<file path="config.mk">
export PLATFORM = sky130hd
export DESIGN_NAME = lcl_cause_latch
export DESIGN_NICKNAME = d
export VERILOG_FILES = /design/src/logic/lcl_pkg.sv /design/src/logic/lcl_cause_latch.sv
export SDC_FILE = /design/constraint.sdc
export NUM_CORES = 1
export LEC_CHECK = 0
export BUFFER_PORTS_ARGS = -buffer_cell sky130_fd_sc_hd__buf_4
export CORE_MARGIN = 2
export CORE_UTILIZATION = 50
export CTS_CLUSTER_SIZE = 40
export DETAILED_ROUTE_END_ITERATION = 8
export PLACE_DENSITY = 0.8
export RECOVER_POWER = 100
export SLEW_MARGIN = 20
export SYNTH_ARGS = -nofsm -noshare
export SYNTH_HDL_FRONTEND = slang
export SYNTH_SLANG_ARGS = --single-unit
</file>
<file path="constraint.sdc">
create_clock -name clk -period 5 [get_ports clk]
set_input_delay 0.5 -clock clk [delete_from_list [all_inputs] [get_ports clk]]
set_output_delay 0.5 -clock clk [all_outputs]
set_load 0.01 [all_outputs]
</file>
<file path="src/logic/lcl_pkg.sv">
// Constants, field layouts and carrier types for the interrupt cause latch
package lcl_pkg;

  // ************************************************************
  // Register map (byte addresses)
  // ************************************************************
  localparam int unsigned ADDR_W       = 20;            // Register address width
  localparam logic [19:0] OFF_CAUSE    = 20'h000C0;     // Interrupt cause
  localparam logic [19:0] OFF_MASK     = 20'h000D0;     // Enable mask, read/write
  localparam logic [19:0] OFF_MASK_CLR = 20'h000D8;     // Mask clear, write one
  localparam logic [19:0] OFF_AUTO     = 20'h000E0;     // Auto-mask value
  localparam logic [19:0] OFF_TX_INTERRUPT_DELAY_TIMER     = 20'h000E8;     // Tx delay reload
  localparam logic [19:0] OFF_TX_ABSOLUTE_DELAY_TIMER     = 20'h000EC;     // Tx absolute delay

  // ************************************************************
  // Cause bit positions
  // ************************************************************
  localparam int unsigned BIT_TX_DESCRIPTOR_WRITTEN_BACK   = 0;               // Tx descriptor written back
  localparam int unsigned BIT_TX_QUEUE_EMPTY   = 1;               // Tx queue empty
  localparam int unsigned BIT_LSC    = 2;               // Link status change
  localparam int unsigned BIT_RXDMT  = 4;               // Rx descriptor low threshold
  localparam int unsigned BIT_DSW    = 5;               // Sw write disable changed
  localparam int unsigned BIT_RXO    = 6;               // Rx FIFO overrun
  localparam int unsigned BIT_RX_TIMER_EXPIRED   = 7;               // Rx timer expired
  localparam int unsigned BIT_PHY_MGMT_ACCESS_DONE   = 9;               // PHY management done
  localparam int unsigned BIT_PHY_INTERRUPT = 12;              // PHY interrupt
  localparam int unsigned BIT_PEND   = 31;              // Interrupt pending

  // ************************************************************
  // Field masks and reset values
  // ************************************************************
  localparam logic [31:0] CAUSE_IMPL = 32'h000012F7;    // Implemented cause bits
  localparam logic [31:0] VEC_CLR    = 32'h00030080;    // Cleared with cpu vector
  localparam logic [31:0] CAUSE_RST  = 32'h00000000;    // Cause after reset
  localparam logic [31:0] MASK_RST   = 32'h00000000;    // Mask after reset
  localparam logic [31:0] AUTO_RST   = 32'h00000000;    // Auto-mask after reset
  localparam logic [15:0] DELAY_RST  = 16'h0000;        // Delay reloads after reset
  localparam logic [31:0] ZERO32     = 32'h00000000;    // Empty word

  // ************************************************************
  // Carrier types
  // ************************************************************
  typedef struct packed {
    logic tx_desc_done;       // Descriptor with report_status_flag done
    logic tx_delay_req;       // Same descriptor had delayed_interrupt_enable
    logic rx_low;             // rx_descriptor_low_threshold reached
    logic sw_dis_ctrl;        // sw_write_disable_control level
    logic rx_overrun;         // rx_fifo_overrun pulse
    logic rx_timer;           // rx_timer_expired pulse
    logic mdio_done;          // phy_mgmt_access_done pulse
  } lcl_evt_t;

  typedef enum logic [1:0] {
    LCL_TX_IDLE = 2'b01,      // No delayed tx interrupt pending
    LCL_TX_WAIT = 2'b10       // Delay timers running
  } lcl_txst_t;

  // Address decode used for every register
  function automatic logic lcl_hit(input logic [19:0] addr, input logic [19:0] off);
    lcl_hit = (addr == off);
  endfunction : lcl_hit

endpackage : lcl_pkg

</file>
<file path="src/logic/lcl_cause_latch.sv">
// Interrupt cause latch with enable mask, auto-mask and delayed tx interrupt
//
// Contract
// Events set cause bits until cleared
// Set cause with enabled mask raises interrupt
// Any event clears delay timers, sets their cause
// Read with zero mask clears all causes
// Read while pending clears, applies auto-mask
// Read while not pending leaves causes
// Write one clears bit, zero no effect
// Pending flag ignores writes, drops when clear
// Vector clear also clears bits 7,16,17
// Bit 0 on tx report, delayed optionally
// Bit 1 while any tx queue empty
// Bit 2 on every link change
// Bit 4 on rx descriptor low threshold
// Bit 5 on write-disable control change
// Bit 6 on rx FIFO overrun
// Bit 7 on rx timer expiry
// Bit 9 on management access done
// Bit 12 on PHY interrupt
// Bit 31 pending, drives interrupt if enabled
// Reserved bits always read zero
// Interrupt is OR of cause AND mask
//
// The implementer's own choice: the plain strobed port.
`timescale 1ns/1ps
`default_nettype none

module lcl_cause_latch
  import lcl_pkg::*;
(
  input  wire logic              clk,            // 40 MHz MAC clock
  input  wire logic              sys_rst,        // Async reset, active high
  input  wire logic              ce,             // Clock enable, freezes all
  input  wire logic [ADDR_W-1:0] reg_addr,       // Register byte address
  input  wire logic [31:0]       reg_wdata,      // Write data
  input  wire logic              reg_wr,         // Write strobe
  input  wire logic              reg_rd,         // Read strobe
  output var  logic [31:0]       reg_rdata,      // Read data, cycle after strobe
  input  wire lcl_evt_t          evt,            // Same-clock event sources
  input  wire logic [1:0]        tx_queue_empty, // Per-queue empty level
  input  wire logic              cpu_vector_clr, // Processor vector cleared
  input  wire logic              pci_int_en,     // Config space interrupt enable
  input  wire logic              link_up_pin,    // PHY link indication pin
  input  wire logic              phy_int_n_pin,  // PHY interrupt pin, low active
  output var  logic              int_asserted,   // Pending flag
  output var  logic              irq             // Host interrupt request
);

  // ************************************************************
  // Pin synchronisers
  // ************************************************************
  logic link_meta_ff;       // First stage, read only by second
  logic link_sync_ff;       // Synchronised link level
  logic link_prev_ff;       // Previous link level
  logic phy_meta_ff;        // First stage, read only by second
  logic phy_sync_ff;        // Synchronised PHY interrupt, low active
  logic phy_prev_ff;        // Previous PHY interrupt level
  logic dis_prev_ff;        // Previous write-disable control level
  logic nxt_link_meta;      // Next values
  logic nxt_link_sync;
  logic nxt_link_prev;
  logic nxt_phy_meta;
  logic nxt_phy_sync;
  logic nxt_phy_prev;
  logic nxt_dis_prev;

  // Shift the pins through two stages before any edge logic sees them
  always_comb
  begin
    nxt_link_meta = link_up_pin;
    nxt_link_sync = link_meta_ff;
    nxt_link_prev = link_sync_ff;
    nxt_phy_meta  = phy_int_n_pin;
    nxt_phy_sync  = phy_meta_ff;
    nxt_phy_prev  = phy_sync_ff;
    nxt_dis_prev  = evt.sw_dis_ctrl;
  end

  // Reset the pin history to the idle levels
  always_ff @(posedge clk or posedge sys_rst)
  begin
    if (sys_rst)
    begin
      link_meta_ff <= 1'b0;
      link_sync_ff <= 1'b0;
      link_prev_ff <= 1'b0;
      phy_meta_ff  <= 1'b1;
      phy_sync_ff  <= 1'b1;
      phy_prev_ff  <= 1'b1;
      dis_prev_ff  <= 1'b0;
    end
    else if (ce)
    begin
      link_meta_ff <= nxt_link_meta;
      link_sync_ff <= nxt_link_sync;
      link_prev_ff <= nxt_link_prev;
      phy_meta_ff  <= nxt_phy_meta;
      phy_sync_ff  <= nxt_phy_sync;
      phy_prev_ff  <= nxt_phy_prev;
      dis_prev_ff  <= nxt_dis_prev;
    end
  end

  // ************************************************************
  // Event vector
  // ************************************************************
  logic [31:0] ev;          // One bit per cause set this cycle
  logic        tx_fire;     // Bit 0 fires now
  logic        any_other;   // Any event besides a delayed tx request

  // Gather every source into its cause position
  always_comb
  begin
    ev              = ZERO32;
    ev[BIT_TX_DESCRIPTOR_WRITTEN_BACK]    = tx_fire;
    // Level, so it re-sets after a clear until every queue refills
    ev[BIT_TX_QUEUE_EMPTY]    = |tx_queue_empty;
    ev[BIT_LSC]     = link_sync_ff ^ link_prev_ff;
    ev[BIT_RXDMT]   = evt.rx_low;
    ev[BIT_DSW]     = evt.sw_dis_ctrl ^ dis_prev_ff;
    ev[BIT_RXO]     = evt.rx_overrun;
    ev[BIT_RX_TIMER_EXPIRED]    = evt.rx_timer;
    ev[BIT_PHY_MGMT_ACCESS_DONE]    = evt.mdio_done;
    ev[BIT_PHY_INTERRUPT]  = phy_prev_ff & ~phy_sync_ff;
    any_other       = (|(ev & ~(32'h1 << BIT_TX_DESCRIPTOR_WRITTEN_BACK))) |
                      (evt.tx_desc_done & ~evt.tx_delay_req);
  end

  // ************************************************************
  // Delayed tx interrupt timers
  // ************************************************************
  lcl_txst_t   tx_st_ff;    // Timer state
  logic [15:0] tx_interrupt_delay_timer_ff;     // Inter-descriptor delay count
  logic [15:0] tx_absolute_delay_timer_ff;     // Absolute delay count
  lcl_txst_t   nxt_tx_st;
  logic [15:0] nxt_tx_interrupt_delay_timer;
  logic [15:0] nxt_tx_absolute_delay_timer;
  logic [15:0] tx_interrupt_delay_timer_cfg_ff; // Reload values from software
  logic [15:0] tx_absolute_delay_timer_cfg_ff;

  // Run both timers; whichever reaches zero first fires bit 0
  always_comb
  begin
    nxt_tx_st = tx_st_ff;
    nxt_tx_interrupt_delay_timer  = tx_interrupt_delay_timer_ff;
    nxt_tx_absolute_delay_timer  = tx_absolute_delay_timer_ff;
    tx_fire   = evt.tx_desc_done & ~evt.tx_delay_req;
    unique case (tx_st_ff)
      LCL_TX_IDLE:
      begin
        if (evt.tx_desc_done && evt.tx_delay_req)
        begin
          // A coincident event cancels the delay at once
          if (any_other)
          begin
            tx_fire = 1'b1;
          end
          else
          begin
            nxt_tx_st = LCL_TX_WAIT;
            nxt_tx_interrupt_delay_timer  = tx_interrupt_delay_timer_cfg_ff;
            nxt_tx_absolute_delay_timer  = tx_absolute_delay_timer_cfg_ff;
          end
        end
      end
      LCL_TX_WAIT:
      begin
        if (any_other)
        begin
          // Other event: timers cleared, their cause set
          tx_fire   = 1'b1;
          nxt_tx_st = LCL_TX_IDLE;
        end
        else if (tx_interrupt_delay_timer_ff == 16'h0000 || tx_absolute_delay_timer_ff == 16'h0000)
        begin
          tx_fire   = 1'b1;
          nxt_tx_st = LCL_TX_IDLE;
        end
        else
        begin
          // New delayed descriptor restarts only the short timer
          nxt_tx_interrupt_delay_timer = (evt.tx_desc_done) ? tx_interrupt_delay_timer_cfg_ff : tx_interrupt_delay_timer_ff - 16'h0001;
          nxt_tx_absolute_delay_timer = tx_absolute_delay_timer_ff - 16'h0001;
        end
      end
      default:
      begin
        // Illegal code recovers to idle
        nxt_tx_st = LCL_TX_IDLE;
      end
    endcase
  end

  // Timer registers
  always_ff @(posedge clk or posedge sys_rst)
  begin
    if (sys_rst)
    begin
      tx_st_ff <= LCL_TX_IDLE;
      tx_interrupt_delay_timer_ff  <= DELAY_RST;
      tx_absolute_delay_timer_ff  <= DELAY_RST;
    end
    else if (ce)
    begin
      tx_st_ff <= nxt_tx_st;
      tx_interrupt_delay_timer_ff  <= nxt_tx_interrupt_delay_timer;
      tx_absolute_delay_timer_ff  <= nxt_tx_absolute_delay_timer;
    end
  end

  // ************************************************************
  // Register file
  // ************************************************************
  logic [31:0] cause_ff;    // Latched causes
  logic [31:0] mask_ff;     // Enable mask
  logic [31:0] auto_ff;     // Auto-mask value
  logic        pend_ff;     // Pending flag
  logic        irq_ff;      // Host interrupt
  logic [31:0] rdata_ff;    // Read data
  logic [31:0] nxt_cause;
  logic [31:0] nxt_mask;
  logic [31:0] nxt_auto;
  logic [15:0] nxt_tx_interrupt_delay_timer_cfg;
  logic [15:0] nxt_tx_absolute_delay_timer_cfg;
  logic        nxt_pend;
  logic        nxt_irq;
  logic [31:0] nxt_rdata;
  logic        rd_cause;    // Read of the cause register
  logic        wr_cause;    // Write of the cause register

  // Bus decode, clearing actions and cause update
  always_comb
  begin
    nxt_cause    = cause_ff;
    nxt_mask     = mask_ff;
    nxt_auto     = auto_ff;
    nxt_tx_interrupt_delay_timer_cfg = tx_interrupt_delay_timer_cfg_ff;
    nxt_tx_absolute_delay_timer_cfg = tx_absolute_delay_timer_cfg_ff;
    nxt_rdata    = ZERO32;
    rd_cause     = reg_rd & lcl_hit(reg_addr, OFF_CAUSE);
    wr_cause     = reg_wr & lcl_hit(reg_addr, OFF_CAUSE);

    // Read data; bit 31 is the pending flag, unmapped reads return zero
    if (reg_rd)
    begin
      if (rd_cause)
      begin
        nxt_rdata = (cause_ff & CAUSE_IMPL) | {pend_ff, 31'h0};
      end
      else if (lcl_hit(reg_addr, OFF_MASK))
      begin
        nxt_rdata = mask_ff;
      end
      else if (lcl_hit(reg_addr, OFF_AUTO))
      begin
        nxt_rdata = auto_ff;
      end
      else if (lcl_hit(reg_addr, OFF_TX_INTERRUPT_DELAY_TIMER))
      begin
        nxt_rdata = {16'h0000, tx_interrupt_delay_timer_cfg_ff};
      end
      else if (lcl_hit(reg_addr, OFF_TX_ABSOLUTE_DELAY_TIMER))
      begin
        nxt_rdata = {16'h0000, tx_absolute_delay_timer_cfg_ff};
      end
    end

    // Read side effects chosen by mask and pending state
    if (rd_cause)
    begin
      if (mask_ff == ZERO32)
      begin
        nxt_cause = ZERO32;
      end
      else if (pend_ff)
      begin
        nxt_cause = ZERO32;
        nxt_mask  = mask_ff & ~auto_ff;
      end
      else
      begin
        nxt_cause = cause_ff;
      end
    end

    // Writes; bit 31 of the cause word is not storage
    if (wr_cause)
    begin
      nxt_cause = nxt_cause & ~reg_wdata;
    end
    else if (reg_wr && lcl_hit(reg_addr, OFF_MASK))
    begin
      nxt_mask = reg_wdata & CAUSE_IMPL;
    end
    else if (reg_wr && lcl_hit(reg_addr, OFF_MASK_CLR))
    begin
      nxt_mask = mask_ff & ~reg_wdata;
    end
    else if (reg_wr && lcl_hit(reg_addr, OFF_AUTO))
    begin
      nxt_auto = reg_wdata & CAUSE_IMPL;
    end
    else if (reg_wr && lcl_hit(reg_addr, OFF_TX_INTERRUPT_DELAY_TIMER))
    begin
      nxt_tx_interrupt_delay_timer_cfg = reg_wdata[15:0];
    end
    else if (reg_wr && lcl_hit(reg_addr, OFF_TX_ABSOLUTE_DELAY_TIMER))
    begin
      nxt_tx_absolute_delay_timer_cfg = reg_wdata[15:0];
    end

    if (cpu_vector_clr)
    begin
      nxt_cause = nxt_cause & ~VEC_CLR;
    end

    // Events last, so a set in the clearing cycle wins
    nxt_cause = (nxt_cause | ev) & CAUSE_IMPL;
    // Pending and interrupt track the next cause and mask together
    nxt_pend  = |(nxt_cause & nxt_mask);
    nxt_irq   = nxt_pend & pci_int_en;
  end

  // Register file flops
  always_ff @(posedge clk or posedge sys_rst)
  begin
    if (sys_rst)
    begin
      cause_ff    <= CAUSE_RST;
      mask_ff     <= MASK_RST;
      auto_ff     <= AUTO_RST;
      tx_interrupt_delay_timer_cfg_ff <= DELAY_RST;
      tx_absolute_delay_timer_cfg_ff <= DELAY_RST;
      pend_ff     <= 1'b0;
      irq_ff      <= 1'b0;
      rdata_ff    <= ZERO32;
    end
    else if (ce)
    begin
      cause_ff    <= nxt_cause;
      mask_ff     <= nxt_mask;
      auto_ff     <= nxt_auto;
      tx_interrupt_delay_timer_cfg_ff <= nxt_tx_interrupt_delay_timer_cfg;
      tx_absolute_delay_timer_cfg_ff <= nxt_tx_absolute_delay_timer_cfg;
      pend_ff     <= nxt_pend;
      irq_ff      <= nxt_irq;
      rdata_ff    <= nxt_rdata;
    end
  end

  // ************************************************************
  // Outputs
  // ************************************************************
  assign reg_rdata    = rdata_ff;
  assign int_asserted = pend_ff;
  assign irq          = irq_ff;

endmodule : lcl_cause_latch

`default_nettype wire

</file>
=== Yosys cells after proc, flatten, opt, wreduce, memory -nomap -nowiden ===
Cells that the tools add are included.

* $add $sub $neg: 2
* Equal/unequal tests: 13
* Muxes and demuxes: 38
* Bitwise logic cells: 23
* Reduce and logical (&&, ||, !) cells: 19

{| class="wikitable"
|+ Operator list
! operator !! number
|-
| two-way mux 32 bit || 9
|-
| two-way mux 16 bit || 12
|-
| == test 20 x 8 -> 1 bit, second input constant || 6
|-
| AND 32 bit || 2
|-
| case mux 16 bit (2 select lines) || 2
|-
| two-way mux 13 bit || 4
|-
| AND 13 x 32 -> 32 bit || 1
|-
| logical NOT 16 bit || 2
|-
| logical NOT 32 bit || 1
|-
| inverter 13 -> 32 bit || 1
|-
| inverter 32 bit || 1
|-
| bitwise OR 13 x 32 -> 32 bit || 1
|-
| OR reduction 32 bit || 1
|-
| subtractor 16 x 1 -> 16 bit, second input constant || 2
|-
| AND 13 bit || 1
|-
| bitwise OR 13 bit || 1
|-
| AND reduction 6 bit || 2
|-
| OR reduction 9 bit || 1
|-
| two-way mux 2 bit || 4
|-
| two-way mux 8 bit || 1
|-
| != test 2 bit, second input constant || 4
|-
| inverter 1 bit || 7
|-
| AND reduction 7 bit || 1
|-
| logical AND 1 bit || 6
|-
| other kinds (14) || 22
|}

* Flip-flop bits (word level): 157
* Input port bits: 70
* Output and inout bits: 34
* Word-level logic and storage cells: 113

=== Longest topological paths before layout ===
Gate-level depths: netlist of the first run.

* Word-level depth: 11
* Gate-level depth with buffers: 11
* Gate-level depth less buffers: 10

=== Worst setup path before layout of the first run ===
OpenSTA, ideal clock, no wires.

* Path kind: input-to-reg
* Start: in evt[0] (netlist bit)
* End: reg pend_ff (netlist: int_asserted)
* Setup time: 0.128 ns
* Arrival time: 2.523 ns
* Data required time: 4.872 ns
* Setup slack: 2.349 ns
* Cell stages on the path: 8
* Buffers on the path: 0
* Cells stage by stage: or4_1 -> or3b_1 -> o221a_1 -> a311o_1 -> a31oi_1 -> o22ai_1 -> nor4_2 -> nor2_1

* Word-level cells in the longest chain between the ends: 8
* Elaborated cells on any way between the ends: 9
* Classes of those cells: 4 x mux; 3 x bitwise; 2 x reduce/logical

{| class="wikitable"
|+ RTL lines
! item !! line !! RTL
|-
| from (decl) || lcl_cause_latch.sv:41 || <nowiki>input wire lcl_evt_t evt,</nowiki>
|-
| OR reduction 9 bit || lcl_cause_latch.sv:127 || <nowiki>any_other = (|(ev & ~(32'h1 << BIT_TX_DESCRIPTOR_WRITTEN_BACK))) |</nowiki>
|-
| bitwise OR 1 bit || lcl_cause_latch.sv:127 ||
|-
| two-way mux 1 bit || lcl_cause_latch.sv:156 || <nowiki>if (any_other)</nowiki>
|-
| two-way mux 1 bit || lcl_cause_latch.sv:153 || <nowiki>if (evt.tx_desc_done && evt.tx_delay_req)</nowiki>
|-
| case mux 1 bit (2 select lines) || lcl_cause_latch.sv:150 || <nowiki>unique case (tx_st_ff)</nowiki>
|-
| bitwise OR 13 bit * || lcl_cause_latch.sv:320 || <nowiki>nxt_cause = (nxt_cause | ev) & CAUSE_IMPL;</nowiki>
|-
| AND 13 x 32 -> 32 bit * || lcl_cause_latch.sv:322 || <nowiki>nxt_pend = |(nxt_cause & nxt_mask);</nowiki>
|-
| OR reduction 32 bit * || lcl_cause_latch.sv:322 ||
|-
| to (signal assigned) || lcl_cause_latch.sv:347 || <nowiki>pend_ff <= nxt_pend;</nowiki>
|-
| to (decl) || lcl_cause_latch.sv:219 || <nowiki>logic pend_ff;</nowiki>
|}

Every way passes the cells marked *; elsewhere a longest branch is shown, timed or not.
A chain may end at the register's enable or synchronous reset.

=== Final worst setup path of the first run ===
* Start: in reg_addr[16]
* End: reg mask_ff[14]

* Word-level cells in the longest chain between the ends: 6
* Elaborated cells on any way between the ends: 11
* Classes of those cells: 3 x eq/ne; 4 x mux; 2 x bitwise; 2 x reduce/logical

{| class="wikitable"
|+ RTL lines
! item !! line !! RTL
|-
| from (decl) || lcl_cause_latch.sv:36 || <nowiki>input wire logic [ADDR_W-1:0] reg_addr,</nowiki>
|-
| == test 20 x 8 -> 1 bit || lcl_pkg.sv:60 || <nowiki>lcl_hit = (addr == off);</nowiki>
|-
| AND 1 bit || lcl_cause_latch.sv:242 || <nowiki>rd_cause = reg_rd & lcl_hit(reg_addr, OFF_CAUSE);</nowiki>
|-
| two-way mux 32 bit || lcl_cause_latch.sv:271 || <nowiki>if (rd_cause)</nowiki>
|-
| two-way mux 32 bit || lcl_cause_latch.sv:297 || <nowiki>else if (reg_wr && lcl_hit(reg_addr, OFF_MASK_CLR))</nowiki>
|-
| two-way mux 32 bit || lcl_cause_latch.sv:293 || <nowiki>else if (reg_wr && lcl_hit(reg_addr, OFF_MASK))</nowiki>
|-
| two-way mux 32 bit * || lcl_cause_latch.sv:289 || <nowiki>if (wr_cause)</nowiki>
|-
| to (signal assigned) || lcl_cause_latch.sv:343 || <nowiki>mask_ff <= nxt_mask;</nowiki>
|-
| to (decl) || lcl_cause_latch.sv:217 || <nowiki>logic [31:0] mask_ff;</nowiki>
|}

Marks and branches as above.

==> results_dict.tcl, run 1 <==
set metrics [dict create \
    core_um2 15300 \
    cellPowerDensity_nw_per_um2 321 \
    synth.area.top_cells "dfrtp_1, mux2_2, a21oi_1, o21ai_0, nand2_1" \
    timing.clock.skew_ps 9.04 \
    cts-htree-levels 4 \
    maximum_net_fanout_on_the_critical_path 17 \
    clock_sinks 157 \
    fin_hold_ws_ps 304 \
    numCtsBuffers 17 \
    post-route-drc-count 0 \
    critPathKind "input pin to flip-flop" \
    p_leak_nw 3.97 \
    tritoncts_clock_tree "yes" \
    synthDominantAreaCellType "dfrtp_1" \
    critPathSlowestCell "nor3_1" \
    synth_seq_area_share_pct 49.7 \
    postSynthCellCount 777 \
    grt_first_pass_wirelength_um 34100 \
    synthesis_to_finish_area_growth_pct 16.8 \
    syn_area_um2 7910 \
    post_synth_top_flop "dfrtp_1" \
    final_core_utilization_pct 60.3 \
    hpwl_um 15100 \
    grt_setup_unrepaired "false" \
    tightestPinTransition_ps 2310 \
    std_cell_rows 45 \
    setup_total_negative_slack_ps 0 \
    layout.filler_cells 1325 \
    postRouteWirelength_um 21500 \
    die_w_um 130 \
    report.final.slew_viol_count 71 \
    synth_top_family_by_area "compound AO/OA/AOI/OAI gates" \
    maximum_cell_stage_delay_along_the_critical_path_ps 1370 \
    synth-compound-area-share_pct 20.1 \
    synth_top_area_share_pct 48.4 \
    initial_antenna_violation_count 0 \
    multi_input_area_um2 3690 \
    clock_pin_slew_on_the_worst_setup_and_hold_paths_ps 60 \
    synth_simple_gate_area_share_pct 16.1 \
    ys_types 65 \
    synth-seq-cells 157 \
    yosys.area_share.adder_pct 0.949 \
    vdd_ir_drop_max_mv 0.266 \
    seq_area_um2 3930 \
    cts_resized 0 \
    drt_pass1_iterations 7 \
    worst-path-buf-inv 1 \
    crit_chain "clkbuf_4 -> nor4_1 -> nand3_1 -> or3_1 -> nor3_1 -> o21ai_0 -> and2_0" \
    die-area_um2 16800 \
    critPathLaunchType "input pin" \
    run_status "complete, but fails checks" \
    timing.final.setup_violations 0 \
    synth-edff-count 0 \
    finalCritPeriodShare_pct 74.6 \
    end_kind "flip-flop" \
    cts_max_path_buffers 2 \
    crit_required_ps 5310 \
    cts_hold_buffers 0 \
    clk-insertion-delay-late_ps 430 \
    numPortBuffers 103 \
    violations "max-capacitance violations, max-slew violations" \
    muxShareOfSynthArea_pct 9.70 \
    final_common_cell "dfrtp_1" \
    drive_above_1_share_pct 20.5 \
    drv.max_cap_violation_count 2 \
    grt.total_usage_pct 26.3 \
    final_cell_mix "dfrtp_1, a21oi_1, buf_4" \
    initial_utilization_pct 51.6 \
    async_flop_share_pct 100 \
    timing.hold.worst.class "input pin to flip-flop" \
    grt_max_degree 62 \
    achievable-frequency_ghz 0.268 \
    num_ports 104 \
    timing.slew.headroom_pct -55.0 \
    finalNetCount 944 \
    grt_pass1_vias 6456 \
    minimum_period_implied_by_the_final_worst_setup_slack_ps 3730 \
    drt_iter0_drc 778 \
    num_vias 6747 \
    final_estimated_routing_congestion_in_global_placement 0.912 \
    family_with_the_most_delay_on_the_worst_path "simple AND/OR/NAND/NOR gates" \
    synth_xor_xnor_area_share_pct 0.222 \
    synthesis.nets 853 \
    met2_routed_wirelength_um 10400 \
    cts.repair_timing.setup_buffer_count 0 \
    synth.yosys.warnings 0 \
    final_hold_violations 0 \
    post_drt_via_cell_ratio 6.18 \
    drt-met1-wl_um 9090 \
    antennaDiodeCount 0 \
    topRoutingLayerUsed "met4" \
    critical_path_arrival_ps 4040 \
    wire_per_inst_um 19.7 \
    die-height_um 130 \
    met3_length_um 1460 \
    synth.avg_cell_area_um2 10.2 \
    ant_nets 0 \
    grt_overflow 0 \
    root_buffer "clkbuf_16" \
]
==> power breakdown <==
part	internal [mW]	leakage [nW]	switching, mW	total, mW
Clock	0.720	0.267	0.502	1.22
Combinational	0.154	1.64	0.235	0.389
Sequential	1.31	2.06	0.0387	1.35
Total	2.19	3.97	0.775	2.96
==> worst register-to-register path: stages, from the launching register on <==
cell and delay, ps:
dfstp_1 540, nor2b_1 110, or4_1 510, nor2_1 180, nand3_1 120, a21oi_1 1030
buf_16 260, clkbuf_1 570, a21oi_1 150, a21oi_1 150
==> routing by layer <==
metal	up-vias	global-route usage, %
met2	281	42.2
met1	3324	35.9
li1	3100	-
met4	0	9.11
met5	-	0
met3	42	5.58
==> final timing paths <==
check,to,start,slack (ps),cells after the start
worst min-delay path,cause_ff[4],evt[4],300,3
worst max-delay path,mask_ff[14],reg_addr[16],1270,7
min in group asynchronous,mask_ff[7],sys_rst,710,2
worst min register to register,reg_rdata[7],reg_rdata[7],490,1
worst max register to register,tx_interrupt_delay_timer_ff[15],nxt_phy_prev,1300,9
max in group asynchronous,reg_rdata[27],sys_rst,2010,3
==> synthesized netlist by cell type (all sizes together), types with 16 or more instances <==
| library cell | count |
|---|---|
| a21oi | 73 |
| a22o | 17 |
| and2 | 19 |
| clkbuf | 28 |
| dfrtp | 153 |
| inv | 21 |
| mux2 | 61 |
| nand2 | 58 |
| nand3 | 24 |
| nor2 | 47 |
| nor3 | 16 |
| nor4 | 19 |
| o21ai | 63 |
| o22ai | 18 |
==> through the flow <==
stage / instance area [um^2] / power (mW) / std cells / setup slack (ps)
floorplan: 7910 / 1.63 / 777 / 272
global placement: 8860 / 1.75 / 1059 / 1590
detailed placement: 8860 / 1.76 / 1059 / 1510
CTS: 9410 / 2.97 / 1090 / 1940
global route: 9240 / 3.07 / 1091 / 918
finish: 9240 / 2.96 / 1091 / 1270
==> cells by family (layout without fill, tap and decap cells) <==
kind of cell / count (synthesis) / after routing
compound gates: 245 / 245
flops: 157 / 157
fa+ha+maj: 6 / 6
mux: 69 / 69
buf+inv: 62 / 165
simple gates: 236 / 236
xor+xnor: 2 / 2
==> cell type report <==
class,instances,share of cell area [%]
Multi-Input combinational cell,558,39.9
Sequential cell,157,42.6
Clock buffer,25,5.25
Tap cell,211,2.86
Inverter,21,0.867
Timing Repair Buffer,113,7.87
Clock inverter,6,0.664
==> flip-flops by register name (all words and copies together), names as in the netlist <==
signal,flops
auto_ff,9
cause_ff,9
dis_prev_ff,1
int_asserted,1
irq,1
link_meta_ff,1
link_prev_ff,1
link_sync_ff,1
mask_ff,32
nxt_phy_prev,1
nxt_phy_sync,1
phy_prev_ff,1
reg_rdata,32
tx_absolute_delay_timer_cfg_ff,16
tx_absolute_delay_timer_ff,16
tx_interrupt_delay_timer_cfg_ff,16
tx_interrupt_delay_timer_ff,16
tx_st_ff,2
Note: power is estimated with default switching activity, not from simulation.
==> run 2: changes to the inputs <==
--- a/config.mk
+++ b/config.mk
@@ -10,7 +10,7 @@
 export CORE_UTILIZATION = 50
 export CTS_CLUSTER_SIZE = 40
 export DETAILED_ROUTE_END_ITERATION = 8
-export PLACE_DENSITY = 0.8
+export PLACE_DENSITY = 0.78
 export RECOVER_POWER = 100
 export SLEW_MARGIN = 20
 export SYNTH_ARGS = -nofsm -noshare
==> constraint.sdc (replaced) <==
create_clock -name clk -period 3.85 [get_ports clk]
set_input_delay 0.385 -clock clk [delete_from_list [all_inputs] [get_ports clk]]
set_output_delay 0.385 -clock clk [all_outputs]
set_load 0.01 [all_outputs]
==> results_dict.tcl, run 2 (synthesized netlist as in run 1, its figures left out) <==
set metrics [dict create \
    run_status "complete, but fails checks" \
    violations "max-capacitance violations, max-slew violations" \
    die-height_um 130 \
    drive_above_1_share_pct 21.9 \
    clk-insertion-delay-late_ps 430 \
    crit_required_ps 4150 \
    initial_utilization_pct 51.6 \
    final_common_cell "dfrtp_1" \
    clock_sinks 157 \
    topRoutingLayerUsed "met4" \
    post-place-ws_ps 729 \
    antennaDiodeCount 0 \
    maximum_net_fanout_on_the_critical_path 64 \
    std_cell_rows 45 \
    vdd_ir_drop_max_mv 0.370 \
    setup_total_negative_slack_ps 0 \
    grt_setup_unrepaired "false" \
    register_to_register_setup_slack_ps 740 \
    grt_max_degree 158 \
    grt_first_pass_wirelength_um 33600 \
    timing.hold.worst.class "input pin to flip-flop" \
    cts_hold_buffers 0 \
    postRouteWirelength_um 21100 \
    achievable-frequency_ghz 0.322 \
    p_leak_nw 4.03 \
    place_area_um2 8900 \
    initial_antenna_violation_count 0 \
    core_um2 15300 \
    minimum_period_implied_by_the_final_worst_setup_slack_ps 3110 \
    cts-htree-levels 4 \
    cellPowerDensity_nw_per_um2 431 \
    synthesis_to_finish_area_growth_pct 18.3 \
    finalInstanceArea_um2 9350 \
    drt_iter0_drc 682 \
    worst-path-buf-inv 1 \
    num_vias 6695 \
    grt_pass1_vias 6347 \
    hpwl_um 14600 \
    met2_routed_wirelength_um 10200 \
    critical_path_arrival_ps 3410 \
    ant_nets 0 \
    grt_overflow 0 \
    finalNetCount 947 \
    met3_length_um 1300 \
    cts_max_path_buffers 2 \
    tightestPinTransition_ps 2140 \
    num_ports 104 \
    final_estimated_routing_congestion_in_global_placement 0.896 \
    cts.repair_timing.setup_buffer_count 0 \
    critPathSlowestCell "clkbuf_2" \
    critPathLaunchType "flip-flop" \
    post-route-drc-count 0 \
    final_hold_violations 0 \
    report.final.slew_viol_count 158 \
    root_buffer "clkbuf_16" \
    timing.critical_path.mode_cell "nand3_1" \
    timing.clock.skew_ps 7.69 \
    wire_per_inst_um 19.3 \
    timing.final.setup_violations 0 \
    finalCritPeriodShare_pct 80.7 \
    family_with_the_most_delay_on_the_worst_path "simple AND/OR/NAND/NOR gates" \
    die-area_um2 16800 \
    crit_chain "nor2b_1 -> or4_1 -> nor2_1 -> nand3_1 -> a21oi_4 -> clkbuf_2 -> nand3_1 -> o21ai_0 -> a21oi_1" \
    die_w_um 130 \
    timing.slew.headroom_pct -42.7 \
    maximum_cell_stage_delay_along_the_critical_path_ps 870 \
    post_drt_via_cell_ratio 6.11 \
    tritoncts_clock_tree "yes" \
    final_cell_mix "dfrtp_1, buf_4, a21oi_1" \
    fin_total_pwr_mw 4.03 \
    drv.max_cap_violation_count 1 \
    numCtsBuffers 17 \
    drt-met1-wl_um 9160 \
    numPortBuffers 103 \
    layout.filler_cells 1312 \
    clock_pin_slew_on_the_worst_setup_and_hold_paths_ps 70 \
    cts_resized 0 \
    critPathKind "flip-flop to flip-flop" \
    drt_pass1_iterations 8 \
    setup_ws_final_ps 742 \
    grt.total_usage_pct 25.9 \
    end_kind "flip-flop" \
]
==> run 2: cell count changes in the layout (fill, tap and decap cells not counted), moves of 2 or more <==
cell        change
nor4_2          +2
clkbuf_1        -3
nor4_1          -2
nand4_2         +3
bufinv_16       +2
nand4_1         -3
clkinvlp_4      +2
clkinv_4        +2
buf_4           +2
inv_6           +2
clkinv_2        -2
==> run 2: layer usage <==
layer / vias up / GRT usage (%)
met5: - / 0
met4: 0 / 9.17
met3: 33 / 5.13
met2: 250 / 40.6
met1: 3299 / 36.4
li1: 3113 / -
==> run 2: final timing paths <==
| kind | from | to | cells past startpoint |
|---|---|---|---|
| min in group asynchronous | sys_rst | dis_prev_ff | 3 |
| worst max-delay path | nxt_phy_prev | tx_absolute_delay_timer_ff[4] | 9 |
| max in group asynchronous | sys_rst | tx_interrupt_delay_timer_ff[11] | 3 |
| worst min register to register | reg_rdata[7] | reg_rdata[7] | 1 |
| worst max register to register | nxt_phy_prev | tx_absolute_delay_timer_ff[4] | 9 |
| worst min-delay path | evt[4] | cause_ff[4] | 3 |
==> run 2: final cells by class <==
cell class	instances	area, um^2	share of cell area [%]
Clock buffer	20	457	4.88
Clock inverter	12	161	1.73
Inverter	21	80.1	0.856
Multi-Input combinational cell	558	3730	39.9
Sequential cell	157	3930	42.1
Tap cell	211	264	2.82
Timing Repair Buffer	116	726	7.76
==> run 2: worst min-delay path, cell delays in order <==
cell,delay [ps]
buf_4,100
nand2_1,50
nand2_1,50
==> run 2: metrics by stage <==
stage	utilization [%]	cells	hold slack (ps)
after floorplan	-	777	462
final	61.1	1095	186
after global placement	58.1	1063	472
after global routing	61.1	1095	179
after CTS	62.2	1095	173
after detailed placement	58.1	1063	482
==> run 2: report_power, final <==
group,switching [mW],leakage [nW],internal (mW),total [mW]
clock,0.705,0.293,1.06,1.77
combinational,0.306,1.67,0.202,0.508
sequential,0.0524,2.06,1.71,1.76
total,1.06,4.03,2.97,4.03
